## src/include/eph_pkg.sv

```systemverilog
// package: constants, modes and carriers of the eprom programming handshake
package eph_pkg;
    // port width of each of the two programming ports
    localparam int PORT_W = 8;
    // mode-select codes
    localparam logic [1:0] MODE_AUTO = 2'h0;
    localparam logic [1:0] MODE_SLAVE = 2'h1;
    localparam logic [1:0] MODE_CFG = 2'h2;
    // timing at 40 MHz (25 ns)
    localparam int CLK_NS = 25;
    localparam int STROBE_NS = 100;
    localparam int STROBE_CYC = (STROBE_NS + CLK_NS - 1) / CLK_NS;
    localparam int PULSE_MAX_NS = 10000;
    localparam int PULSE_MAX_CYC = PULSE_MAX_NS / CLK_NS;
    localparam int PROG_NS = 2000;
    localparam int PROG_CYC = (PROG_NS + CLK_NS - 1) / CLK_NS;
    localparam int CNT_W = 16;
    // command code, not used: an auto session ends on image_last
    localparam logic [15:0] CMD_DONE = 16'hFFFF;
    localparam logic [15:0] WORD_ZERO = 16'h0000;

    typedef enum logic [1:0] {
        EPH_AM_IDLE = 2'b00,
        EPH_AM_ADDR = 2'b01,
        EPH_AM_DATA = 2'b10,
        EPH_AM_DONE = 2'b11
    } eph_am_state_t;

    // one word placed on, or taken from, the two ports
    typedef struct packed {
        logic [7:0] hi;
        logic [7:0] lo;
    } eph_word_t;

    // one programming request handed to the array
    typedef struct packed {
        logic [15:0] addr;
        logic [15:0] data;
    } eph_req_t;
endpackage : eph_pkg

```

## src/hdl/eph_pulse_timer.sv

```systemverilog
// pulse timer: counts cycles a level is held, flags when over a limit
`timescale 1ns/1ps
module eph_pulse_timer #(
    parameter int LIMIT = 400,
    parameter int W = 16
) (
    input wire logic clk,
    input wire logic nrst,
    input wire logic level,
    output logic over
);
    logic [W-1:0] count;

    // count while level is high, restart when it drops
    always_ff @(posedge clk or negedge nrst) begin
        if (!nrst) begin
            count <= '0;
        end else if (!level) begin
            count <= '0;
        end else if (!over) begin
            count <= count + W'(1);
        end
    end

    assign over = (count >= W'(LIMIT));
endmodule : eph_pulse_timer

```

## src/hdl/eph_program_handshake.sv

```systemverilog
// top: eprom programming handshake, master (auto) and slave ends
`timescale 1ns/1ps
//----------------------------------------------------------------------
// Overview of operation
//----------------------------------------------------------------------
module eph_program_handshake #(
    parameter int PULSE_MAX = eph_pkg::PULSE_MAX_CYC,
    parameter int PROG_TIME = eph_pkg::PROG_CYC,
    parameter logic [3:0] VERIFY_LANE = 4'h0
) (
    input wire logic clk,
    input wire logic nrst,
    input wire logic ext_access_select,
    input wire logic [1:0] burn_mode_select,
    // two 8-bit programming ports, split into in/out/enable (low=drive)
    input wire logic [7:0] port_lo_in,
    input wire logic [7:0] port_hi_in,
    output logic [7:0] port_lo_out,
    output logic [7:0] port_hi_out,
    output logic [7:0] port_lo_oe_n,
    output logic [7:0] port_hi_oe_n,
    // slave-side strobes (inputs), master-side strobes (outputs)
    input wire logic slave_addr_strobe,
    input wire logic slave_data_strobe,
    output logic master_addr_strobe,
    output logic master_data_strobe,
    // auto-mode image source: next address/data to burn
    input wire logic [15:0] image_addr,
    input wire logic [15:0] image_data,
    input wire logic image_last,
    output logic image_next,
    // array interface: write request and readback result
    output eph_pkg::eph_req_t array_req,
    output logic array_wr,
    input wire logic [15:0] array_rdata,
    // status pins
    output logic burn_active_n,
    output logic burn_pass,
    output logic byte_verify_ok,
    output logic pulse_overrun_n
);
    //------------------------------------------------------------------
    // mode decode
    //------------------------------------------------------------------
    logic prog_en;
    logic is_auto;
    logic is_slave;
    logic is_cfg;
    logic slave_like;

    // programming only while access select held at programming level
    assign prog_en = ext_access_select;
    assign is_auto = prog_en && (burn_mode_select == eph_pkg::MODE_AUTO);
    assign is_slave = prog_en && (burn_mode_select == eph_pkg::MODE_SLAVE);
    assign is_cfg = prog_en && (burn_mode_select == eph_pkg::MODE_CFG);
    assign slave_like = is_slave || is_cfg;

    //------------------------------------------------------------------
    // strobe edge detection (inputs taken as synchronous)
    //------------------------------------------------------------------
    logic addr_strobe_d;
    logic data_strobe_d;
    logic addr_fall;
    logic data_fall;

    // previous strobe levels; idle high
    always_ff @(posedge clk or negedge nrst) begin
        if (!nrst) begin
            addr_strobe_d <= 1'b1;
            data_strobe_d <= 1'b1;
        end else begin
            addr_strobe_d <= slave_addr_strobe;
            data_strobe_d <= slave_data_strobe;
        end
    end

    assign addr_fall = addr_strobe_d && !slave_addr_strobe;
    assign data_fall = data_strobe_d && !slave_data_strobe;

    //------------------------------------------------------------------
    // slave capture: latch the ports on each falling strobe
    //------------------------------------------------------------------
    eph_pkg::eph_word_t slave_addr;
    eph_pkg::eph_word_t slave_data;
    logic slave_wr;
    logic slave_cmp;
    logic slave_fail;

    // address needs to be stable before the edge, so sample at it
    always_ff @(posedge clk or negedge nrst) begin
        if (!nrst) begin
            slave_addr <= eph_pkg::WORD_ZERO;
        end else if (slave_like && addr_fall) begin
            slave_addr <= {port_hi_in, port_lo_in};
        end
    end

    // data latched and held for the programming pulse
    always_ff @(posedge clk or negedge nrst) begin
        if (!nrst) begin
            slave_data <= eph_pkg::WORD_ZERO;
        end else if (slave_like && data_fall) begin
            slave_data <= {port_hi_in, port_lo_in};
        end
    end

    // one write per data strobe, compare a cycle later
    always_ff @(posedge clk or negedge nrst) begin
        if (!nrst) begin
            slave_wr <= 1'b0;
            slave_cmp <= 1'b0;
        end else begin
            slave_wr <= slave_like && data_fall;
            slave_cmp <= slave_wr;
        end
    end

    // per-byte verify: high when readback matches
    always_ff @(posedge clk or negedge nrst) begin
        if (!nrst) begin
            byte_verify_ok <= 1'b0;
        end else if (!slave_like || data_fall) begin
            byte_verify_ok <= 1'b0;
        end else if (slave_cmp) begin
            byte_verify_ok <= (array_rdata == slave_data);
        end
    end

    // sticky failure across the whole slave session
    always_ff @(posedge clk or negedge nrst) begin
        if (!nrst) begin
            slave_fail <= 1'b0;
        end else if (!prog_en) begin
            slave_fail <= 1'b0;
        end else if (slave_cmp && array_rdata != slave_data) begin
            slave_fail <= 1'b1;
        end
    end

    //------------------------------------------------------------------
    // overrun: data strobe held low too long
    //------------------------------------------------------------------
    logic pulse_over;

    eph_pulse_timer #(
        .LIMIT(PULSE_MAX),
        .W(eph_pkg::CNT_W)
    ) u_pulse (
        .clk(clk),
        .nrst(nrst),
        .level(is_slave && !slave_data_strobe),
        .over(pulse_over)
    );

    // stays low until the next data strobe begins
    always_ff @(posedge clk or negedge nrst) begin
        if (!nrst) begin
            pulse_overrun_n <= 1'b1;
        end else if (!is_slave || data_fall) begin
            pulse_overrun_n <= 1'b1;
        end else if (pulse_over) begin
            pulse_overrun_n <= 1'b0;
        end
    end

    //------------------------------------------------------------------
    // auto master sequencer
    //------------------------------------------------------------------
    eph_pkg::eph_am_state_t am_state;
    eph_pkg::eph_am_state_t next_am_state;
    logic [eph_pkg::CNT_W-1:0] am_cnt;
    logic am_phase_end;
    logic am_fail;
    logic am_last;

    // strobe held low for the strobe width, then data gets pulse time
    assign am_phase_end = (am_state == eph_pkg::EPH_AM_ADDR)
        ? (am_cnt >= eph_pkg::CNT_W'(eph_pkg::STROBE_CYC))
        : (am_cnt >= eph_pkg::CNT_W'(PROG_TIME));

    // next state
    always_comb begin
        next_am_state = am_state;
        unique case (am_state)
            eph_pkg::EPH_AM_IDLE: begin
                if (is_auto) begin
                    next_am_state = eph_pkg::EPH_AM_ADDR;
                end
            end
            eph_pkg::EPH_AM_ADDR: begin
                if (am_phase_end) begin
                    next_am_state = eph_pkg::EPH_AM_DATA;
                end
            end
            eph_pkg::EPH_AM_DATA: begin
                if (am_phase_end) begin
                    // idle gap lets the source advance before the address
                    next_am_state = am_last ? eph_pkg::EPH_AM_DONE
                                            : eph_pkg::EPH_AM_IDLE;
                end
            end
            // done holds until the mode exit below
            eph_pkg::EPH_AM_DONE: next_am_state = am_state;
        endcase
        // leaving auto mode aborts any session
        if (!is_auto) begin
            next_am_state = eph_pkg::EPH_AM_IDLE;
        end
    end

    // state, phase counter, and last-word flag
    always_ff @(posedge clk or negedge nrst) begin
        if (!nrst) begin
            am_state <= eph_pkg::EPH_AM_IDLE;
            am_cnt <= '0;
            am_last <= 1'b0;
        end else begin
            am_state <= next_am_state;
            if (next_am_state != am_state) begin
                am_cnt <= '0;
            end else begin
                am_cnt <= am_cnt + eph_pkg::CNT_W'(1);
            end
            if (am_state == eph_pkg::EPH_AM_IDLE) begin // next is address
                am_last <= image_last;
            end
        end
    end

    // ask the image source for the next word as each word finishes
    assign image_next = (am_state == eph_pkg::EPH_AM_DATA) && am_phase_end;

    // master strobes: low during their phase, falling marks valid
    always_ff @(posedge clk or negedge nrst) begin
        if (!nrst) begin
            master_addr_strobe <= 1'b1;
            master_data_strobe <= 1'b1;
        end else begin
            master_addr_strobe <= (next_am_state != eph_pkg::EPH_AM_ADDR);
            master_data_strobe <= (next_am_state != eph_pkg::EPH_AM_DATA);
        end
    end

    // port drive: address then data; slaves answer on own lane
    always_ff @(posedge clk or negedge nrst) begin
        if (!nrst) begin
            port_lo_out <= 8'hFF;
            port_hi_out <= 8'hFF;
            port_lo_oe_n <= 8'hFF;
            port_hi_oe_n <= 8'hFF;
        end else if (next_am_state == eph_pkg::EPH_AM_ADDR) begin
            {port_hi_out, port_lo_out} <= image_addr;
            port_lo_oe_n <= 8'h00;
            port_hi_oe_n <= 8'h00;
        end else if (next_am_state == eph_pkg::EPH_AM_DATA) begin
            {port_hi_out, port_lo_out} <= image_data;
            port_lo_oe_n <= 8'h00;
            port_hi_oe_n <= 8'h00;
        end else if (is_slave && slave_cmp) begin
            // open-drain style: pull own lane low on failure only
            {port_hi_out, port_lo_out} <= ~(16'h0001 << VERIFY_LANE);
            {port_hi_oe_n, port_lo_oe_n} <= ~(16'h0001 << VERIFY_LANE)
                | {16{array_rdata == slave_data}};
        end else if (!is_slave) begin
            port_lo_oe_n <= 8'hFF;
            port_hi_oe_n <= 8'hFF;
        end
    end

    // auto session failure: any slave lane low after a data burn
    always_ff @(posedge clk or negedge nrst) begin
        if (!nrst) begin
            am_fail <= 1'b0;
        end else if (!is_auto) begin
            am_fail <= 1'b0;
        end else if (image_next
                     && {port_hi_in, port_lo_in} != image_data) begin
            am_fail <= 1'b1;
        end
    end

    //------------------------------------------------------------------
    // array write request
    //------------------------------------------------------------------
    // slave and config modes burn on the data strobe; auto mode writes no copy of its own
    always_ff @(posedge clk or negedge nrst) begin
        if (!nrst) begin
            array_req <= '0;
            array_wr <= 1'b0;
        end else begin
            array_wr <= slave_like && data_fall;
            if (slave_like && data_fall) begin
                array_req <= {slave_addr, port_hi_in, port_lo_in};
            end
        end
    end

    //------------------------------------------------------------------
    // status pins
    //------------------------------------------------------------------
    // follows the state, not the next state, so it rises with pass valid
    always_ff @(posedge clk or negedge nrst) begin
        if (!nrst) begin
            burn_active_n <= 1'b1;
        end else begin
            burn_active_n <= !(is_auto
                && am_state != eph_pkg::EPH_AM_DONE);
        end
    end

    // pass: auto is low-true at done, slave is high-true
    always_ff @(posedge clk or negedge nrst) begin
        if (!nrst) begin
            burn_pass <= 1'b1;
        end else if (is_auto) begin
            burn_pass <= !(am_state == eph_pkg::EPH_AM_DONE && !am_fail);
        end else if (is_slave) begin
            burn_pass <= !slave_fail;
        end else begin
            burn_pass <= 1'b1;
        end
    end
endmodule : eph_program_handshake

```

## config.mk

```make
export PLATFORM = sky130hd
export DESIGN_NAME = eph_program_handshake
export DESIGN_NICKNAME = d
export VERILOG_FILES = /design/src/include/eph_pkg.sv /design/src/hdl/eph_pulse_timer.sv /design/src/hdl/eph_program_handshake.sv
export SDC_FILE = /design/constraint.sdc
export NUM_CORES = 1
export LEC_CHECK = 0
export BUFFER_PORTS_ARGS = -buffer_cell sky130_fd_sc_hd__buf_4
export CORE_MARGIN = 2
export CORE_UTILIZATION = 53
export DETAILED_ROUTE_END_ITERATION = 16
export MAX_ROUTING_LAYER = met4
export PLACE_DENSITY = 0.8
export SYNTH_ARGS = -nofsm -noshare
export SYNTH_HDL_FRONTEND = slang
export SYNTH_SLANG_ARGS = --single-unit
```

## constraint.sdc

```tcl
create_clock -name clk -period 3 [get_ports clk]
set_input_delay 0.3 -clock clk [delete_from_list [all_inputs] [get_ports clk]]
set_output_delay 0.3 -clock clk [all_outputs]
set_load 0.03 [all_outputs]
```

==> results of run 1 <==
==> through the flow <==
stage	worst slack, ns	cells	cell area [sq um]	hold slack (ns)
6_report	0.2679	732	7007	0.03395
4_1_cts	0.1471	732	7004	0.02021
3_5_place_dp	0.2818	696	6397	0.3579
2_1_floorplan	0.5754	448	5314	0.004409
3_3_place_gp	0.4962	696	6397	0.3485
5_1_grt	0.09409	732	7007	0.02941
==> logic make-up after synthesis <==
family / share of synthesized area [%]
compound gates: 10.36
fa+ha+maj: 1.413
flops: 53.80
xor+xnor: 7.417
simple gates: 11.70
mux: 10.57
buf+inv: 4.733
==> cell type report <==
class,instances,area (sq um)
inverters,15,56.30
well taps,133,166.4
clock buffers,19,441.7
clock inverters,13,125.1
repair buffers,150,1149
multi-input cells,289,2210
flip-flops and latches,113,2859
fillers,672,2768
==> placed cells by master (no fill, tap or decap), types with 15 or more instances in the layout <==
master and count:
sky130_fd_sc_hd__mux2_2 41, sky130_fd_sc_hd__dfrtp_1 88, sky130_fd_sc_hd__o21ai_0 27, sky130_fd_sc_hd__xor2_1 24, sky130_fd_sc_hd__nand2_1 24, sky130_fd_sc_hd__xnor2_1 21, sky130_fd_sc_hd__dfstp_2 25, sky130_fd_sc_hd__buf_4 145
sky130_fd_sc_hd__o22ai_1 15, sky130_fd_sc_hd__clkbuf_16 16
==> what timing repair did <==
item,4_1_cts,5_1_grt
hold buffers,4,0
setup endpoints to repair,0,1
endpoints found under the hold margin,42,0
gates resized for setup,0,1
==> Yosys cell counts (2+ instances only) <==
master,n
sky130_fd_sc_hd__buf_6,2
sky130_fd_sc_hd__nand3b_2,2
sky130_fd_sc_hd__nand2b_1,4
sky130_fd_sc_hd__dfrtp_1,88
sky130_fd_sc_hd__nand4_1,13
sky130_fd_sc_hd__nand2_1,24
sky130_fd_sc_hd__xor2_1,24
sky130_fd_sc_hd__o22ai_1,15
sky130_fd_sc_hd__ha_1,6
sky130_fd_sc_hd__a21oi_2,10
sky130_fd_sc_hd__and2_1,11
sky130_fd_sc_hd__clkbuf_1,8
sky130_fd_sc_hd__inv_1,13
sky130_fd_sc_hd__nand3_1,9
sky130_fd_sc_hd__a21oi_1,8
sky130_fd_sc_hd__and4_1,2
sky130_fd_sc_hd__nor4_2,2
sky130_fd_sc_hd__buf_4,15
sky130_fd_sc_hd__o21ai_0,27
sky130_fd_sc_hd__and3_1,4
sky130_fd_sc_hd__nor4_1,6
sky130_fd_sc_hd__buf_2,6
sky130_fd_sc_hd__mux2_2,41
sky130_fd_sc_hd__nor2_1,7
sky130_fd_sc_hd__xnor2_1,21
sky130_fd_sc_hd__dfstp_2,25
sky130_fd_sc_hd__a21boi_1,2
sky130_fd_sc_hd__mux2_1,8
sky130_fd_sc_hd__a22oi_1,6
sky130_fd_sc_hd__or3_1,10
sky130_fd_sc_hd__nor3_1,4
==> state kept, by name, summed over array words and instances, names as in the netlist <==
register / cells
port_lo_out: 8
slave_fail: 1
array_req: 17
burn_active_n: 1
slave_cmp: 1
master_data_strobe: 1
array_wr: 1
data_strobe_d: 1
slave_data: 15
burn_pass: 1
am_cnt: 16
am_fail: 1
port_lo_oe_n: 2
addr_strobe_d: 1
master_addr_strobe: 1
pulse_overrun_n: 1
am_last: 1
u_pulse.count: 16
slave_addr: 16
am_state: 2
port_hi_out: 8
byte_verify_ok: 1
==> worst min path at each step <==
stage,from,slack (ns),cells past startpoint,endpoint
after floorplan,nrst,0.004,0,am_cnt[0]
after global placement,nrst,0.35,1,array_req[28]
after detailed placement,nrst,0.36,1,array_req[28]
after CTS,port_lo_in[0],0.02,2,slave_addr[0]
after global routing,port_hi_in[0],0.03,2,slave_data[8]
final,port_lo_in[0],0.03,2,slave_addr[0]
==> power by group <==
group | leakage [uW] | internal, uW | total [uW] | switching [uW]
combinational | 0.00151 | 641 | 1530 | 890
sequential | 0.00139 | 1890 | 2100 | 216
clock | 0.000264 | 1150 | 1880 | 732
==> per-layer routing <==
layer | wire length (microns) | share of wire, % | up-vias
li1 | - | - | 1867
met1 | 5446 | 41 | 2022
met2 | 6541 | 50 | 157
met3 | 910 | 6.9 | 30
met4 | 299 | 2.3 | 0
met5 | 0 | 0 | -
==> worst register-to-register path: stages, from the launching register on <==
cell                       delay, ns
sky130_fd_sc_hd__dfrtp_1        0.43
sky130_fd_sc_hd__or3_1          0.40
sky130_fd_sc_hd__nor3_2         0.23
sky130_fd_sc_hd__a21bo_2        0.22
sky130_fd_sc_hd__o221a_2        0.21
sky130_fd_sc_hd__ha_1           0.24
sky130_fd_sc_hd__clkinv_1       0.47
sky130_fd_sc_hd__o22ai_1        0.34
sky130_fd_sc_hd__o21ai_0        0.11
==> results.ini, run 1 <==
[worst_setup_path]
arrival_ns = 3.16
cp.buffers_inverters = 1
start_kind = register
worst-r2r-setup-slack_ns = 0.27
crit_cells = 8
r2r.worst_path.cells = 8
cpMaxStageDelayCell = sky130_fd_sc_hd__clkinv_1
critical_path_required_ns = 3.43
r2r_start = am_cnt[6]
crit_start = am_cnt[6]
crit-reg2reg-capture = port_hi_out[6]
critical_path_peak_fanout = 17
cp-endpoint = port_hi_out[6]
setup.worst_path.class = reg2reg
crit_chain = or3_1, nor3_2, a21bo_2, o221a_2, ha_1, clkinv_1, o22ai_1, o21ai_0
timing.critical_path.slowest_cell_delay_ns = 0.47
cp-end-kind = register
timing.critical_path.max_delay_family = compound AO/OA/AOI/OAI gates

[clock_network]
clock_path_buffers = 2
cts_tree = built
cts_buffers = 17
clkTransAtPathRegs_ns = 0.06
clock-sinks = 113
htreeDepth = 4
cts_setup_buffers = 0
worstSkewPairLatency_ns = 0.52
buffer_type_at_the_clock_tree_root = sky130_fd_sc_hd__clkbuf_8

[timing]
final_min_period_over_clock_period_pct = 91.07
timing.final.hold_violations = 0
slew_headroom_pct = 38.67
transition_time_at_the_pin_with_the_least_slew_margin_ns = 0.9151
max_freq_mhz = 366.0
final-max-slew-violation-count = 0
final_period_minus_worst_setup_slack_ns = 2.732
setup_repair_after_global_routing_missed_its_margin = no
setup_viol_count_final = 0
fin_worst_skew_ns = 0.009348
final.setup.tns_ns = 0

[drt]
drt-vias-per-instance = 5.568
postRouteWirelength_microns = 13200
routedWlPerCell_microns = 18.03
drt_iter0_drc = 170
final_antenna_net_count = 0
dr.pass1.iters = 4
drc_violation_count_after_routing = 0
vias = 4076

[flow_run]
max-cap-violations = 0

[logic_synthesis]
syn-num-nets = 526
netlist_instances = 448
synth.area.top_cells = sky130_fd_sc_hd__dfrtp_1, sky130_fd_sc_hd__dfstp_2, sky130_fd_sc_hd__mux2_2, sky130_fd_sc_hd__xor2_1, sky130_fd_sc_hd__xnor2_1
synthDistinctLibCells = 56
synth-main-ff-cell = sky130_fd_sc_hd__dfrtp_1
yosysWarningCount = 0
post-synth-top-area-fraction_pct = 41.44
synth_area_per_cell_sq_um = 11.86
yosys_top_cell_by_area = sky130_fd_sc_hd__dfrtp_1
netlist_area_sq_mm = 0.005314
ys_seq_elements = 113
synth_seq_area_share_pct = 53.80
synthArstFlopShare_pct = 100.0
number_of_enable_type_register_cells_in_the_synthesized_netlist = 0

[global_route]
grt_remaining_overflow = 0
met1_usage_pct = 31.39
grt_antenna_before_repair = 0
grt_pass1_vias = 4302
grt_first_pass_wirelength_microns = 21580
globalRouteMet2Util_pct = 42.06
globalRoute.busiestLayer = met2
grt_max_degree = 65
gr-usage-met3_pct = 7.519
groute.usage.overall_pct = 26.04

[final_layout]
fraction_of_final_layout_cells_with_drive_strength_greater_than_1_pct = 44.91
layout.nets = 664
antennaDiodeCount = 0
finalCoreUtilization_pct = 71.68
area_growth_syn_to_layout_pct = 31.86

[floorplan]
initial_utilization_pct = 54.37
core.rowCount = 36
dieWidth_microns = 104.1
chipHeight_microns = 104.1
design.portCount = 144
area_of_the_core_region_sq_mm = 0.009774
fp.dieArea_sq_mm = 0.01084

[placed_design]
portBuffers = 143
gp_congestion = 0.8325
place.detailed.hpwl_microns = 9502

[run_status]
run_status = finished clean

[pwr]
power_density_mw_per_mm2 = 787.6
p_total_uw = 5518
p_leak_uw = 0.003168
vdd_drop_max_mv = 0.4659

[hold_path]
min_path_type = in2reg

Note: power is estimated with default switching activity, not from simulation.
==> run 2, diff against run 1 <==
--- a/config.mk
+++ b/config.mk
@@ -5,12 +5,13 @@
 export SDC_FILE = /design/constraint.sdc
 export NUM_CORES = 1
 export LEC_CHECK = 0
-export BUFFER_PORTS_ARGS = -buffer_cell sky130_fd_sc_hd__buf_4
+export BUFFER_PORTS_ARGS = -buffer_cell sky130_fd_sc_hd__buf_2
 export CORE_MARGIN = 2
-export CORE_UTILIZATION = 53
+export CORE_UTILIZATION = 45
 export DETAILED_ROUTE_END_ITERATION = 16
 export MAX_ROUTING_LAYER = met4
-export PLACE_DENSITY = 0.8
+export PLACE_DENSITY = 0.69
+export SLEW_MARGIN = 20
 export SYNTH_ARGS = -nofsm -noshare
 export SYNTH_HDL_FRONTEND = slang
 export SYNTH_SLANG_ARGS = --single-unit
==> run 2 against run 1 <==
Final area is 4.5% lower; total power down 0.17%; utilization fell by 13 points; fmax shrank 0.56%; sequential share of layout area rose by 1.9 points; clock-buffer cell count increased by 4; flip-flop and latch count unchanged; non-clock buffer count shrank 1; hold slack worse by 0.0059 ns; clock power grew 10%; largest power group unchanged.
==> results.ini, run 2 (synthesis gave the netlist of run 1 again) <==
[worst_setup_path]
crit-reg2reg-capture = port_lo_out[2]
r2r_start = am_cnt[6]
cp-end-kind = register
critical_path_peak_fanout = 16  ; -1
worst-r2r-setup-slack_ns = 0.25  ; -0.02 ns
crit_start = am_cnt[6]
critical_path_required_ns = 3.32  ; -0.11 ns
r2r.worst_path.cells = 8  ; unchanged
setup.worst_path.class = reg2reg
arrival_ns = 3.07  ; -0.09 ns
cp-endpoint = port_lo_out[2]
start_kind = register

[timing]
final_period_minus_worst_setup_slack_ns = 2.748  ; +0.01548 ns
slew_headroom_pct = 49.51  ; +11 points
final-max-slew-violation-count = 0  ; unchanged
final.setup.tns_ns = 0  ; unchanged
transition_time_at_the_pin_with_the_least_slew_margin_ns = 0.7574  ; -0.1577 ns
max_freq_mhz = 364.0  ; -0.56%
fin_worst_skew_ns = 0.009372  ; +0.00002396 ns
final_min_period_over_clock_period_pct = 91.59  ; +0.52 points
hold_ws_ns = 0.02802  ; -0.005923 ns
setup_viol_count_final = 0  ; unchanged
timing.final.hold_violations = 0  ; unchanged
setup_repair_after_global_routing_missed_its_margin = no

[placed_design]
placed_cells_incl_taps = 707  ; +1.6%
gp_congestion = 0.8647  ; +3.9%
portBuffers = 143  ; unchanged
place.detailed.hpwl_microns = 9240  ; -2.8%

[drt]
postRouteWirelength_microns = 12870  ; -2.5%
final_antenna_net_count = 0  ; unchanged
drt-vias-per-instance = 5.385  ; -3.3%
drc_violation_count_after_routing = 0  ; unchanged
vias = 3996  ; -2.0%
routedWlPerCell_microns = 17.34  ; -3.8%
dr.pass1.iters = 4  ; unchanged
drt_iter0_drc = 214  ; +26%

[pwr]
p_leak_uw = 0.003058  ; -3.5%
p_total_uw = 5509  ; -0.17%
vdd_drop_max_mv = 0.5249  ; +13%
power_density_mw_per_mm2 = 823.0  ; +4.5%

[global_route]
grt_antenna_before_repair = 1  ; +1
grt_remaining_overflow = 0  ; unchanged
grt_first_pass_wirelength_microns = 20730  ; -3.9%
groute.usage.overall_pct = 21.76  ; -4.3 points
grt_max_degree = 67  ; +3.1%
grt_pass1_vias = 4059  ; -5.6%

[floorplan]
design.portCount = 144  ; unchanged
core.rowCount = 39  ; +8.3%
initial_utilization_pct = 46.34  ; -8.0 points
fp.dieArea_sq_mm = 0.01269  ; +17%
area_of_the_core_region_sq_mm = 0.01147  ; +17%
dieWidth_microns = 112.7  ; +8.2%
chipHeight_microns = 112.7  ; +8.2%

[final_layout]
layout.nets = 663  ; -0.15%
leading_cell_type_in_the_layout_fill_and_taps_excluded = sky130_fd_sc_hd__buf_2
mostFrequentLayoutCells = sky130_fd_sc_hd__buf_2, sky130_fd_sc_hd__dfrtp_1, sky130_fd_sc_hd__mux2_2, sky130_fd_sc_hd__o21ai_0, sky130_fd_sc_hd__dfstp_2
finalCoreUtilization_pct = 58.37  ; -13 points
fraction_of_final_layout_cells_with_drive_strength_greater_than_1_pct = 44.48  ; -0.43 points
final_cell_count_no_fill = 742  ; +1.4%
largest_register_ffs = 17  ; unchanged
nFillCells = 954  ; +42%
regMostFlops = array_req
area_growth_syn_to_layout_pct = 25.97

[hold_path]
min_path_type = in2reg
worst_hold_startpoint = slave_data_strobe

[clock_network]
worstSkewPairLatency_ns = 0.41  ; -0.11 ns
clock_path_buffers = 2  ; unchanged
clock-sinks = 113  ; unchanged
clkTransAtPathRegs_ns = 0.05  ; about the same
htreeDepth = 4  ; unchanged
cts_tree = built
cts_buffers = 17  ; unchanged
ctsResizeCount = 0  ; unchanged
buffer_type_at_the_clock_tree_root = sky130_fd_sc_hd__clkbuf_16

[run_status]
run_status = finished clean

[flow_run]
max-cap-violations = 0  ; unchanged

## run 2: worst min-delay path by stage
| stage | to | slack (ns) | depth (start not counted) |
|---|---|---|---|
| floorplan | am_cnt[0] | 0.004 | 0 |
| global route | data_strobe_d | 0.01 | 1 |
| finish | data_strobe_d | 0.03 | 1 |
| CTS | data_strobe_d | 0.01 | 1 |
| global placement | array_req[20] | 0.35 | 1 |
| detailed placement | slave_addr[4] | 0.35 | 1 |
## run 2: layer usage
| metal | track usage, % | part of all wire, % | vias to the layer above |
|---|---|---|---|
| li1 | - | - | 1858 |
| met1 | 27.86 | 45 | 1989 |
| met2 | 32.97 | 47 | 130 |
| met5 | - | 0 | - |
| met3 | 6.371 | 6.7 | 19 |
| met4 | 8.130 | 1.8 | 0 |
## run 2: through the flow
stage,cell area (sq um),worst slack (ns)
CTS,6691,0.2676
global placement,6062,0.4597
detailed placement,6062,0.3332
floorplan,5314,0.5754
global route,6694,0.05389
finish,6694,0.2524
## run 2: report_power, final
group          internal, uW  switching, uW  leakage, uW
logic                   479            872      0.00137
registers              1890            205      0.00139
clock network          1370            696     0.000289
total                  3740           1770      0.00306
## run 2: timing repair
item                                   CTS  global route
setup buffers                            0             0
endpoints found under the hold margin   31             0
hold buffers                             2             0
## run 2: final cells by class
type                       count  area [sq um]  share of cell area [%]
inverter                      15         56.30                  0.8411
clock inverter                 9         131.4                   1.963
clock buffer                  23         478.0                   7.140
antenna                        1         2.502                 0.03738
timing repair buffer         149         780.7                   11.66
multi-input combinational    289          2207                   32.97
tap                          143         178.9                   2.673
sequential                   113          2859                   42.71
## run 2: worst max-delay path: stages, from the launching register on
cell	delay, ns
sky130_fd_sc_hd__dfrtp_1	0.43
sky130_fd_sc_hd__or3_1	0.41
sky130_fd_sc_hd__nor3_2	0.18
sky130_fd_sc_hd__a21bo_2	0.20
sky130_fd_sc_hd__o221a_2	0.21
sky130_fd_sc_hd__ha_1	0.21
sky130_fd_sc_hd__nand2b_1	0.60
sky130_fd_sc_hd__o22ai_1	0.19
sky130_fd_sc_hd__o21ai_0	0.21
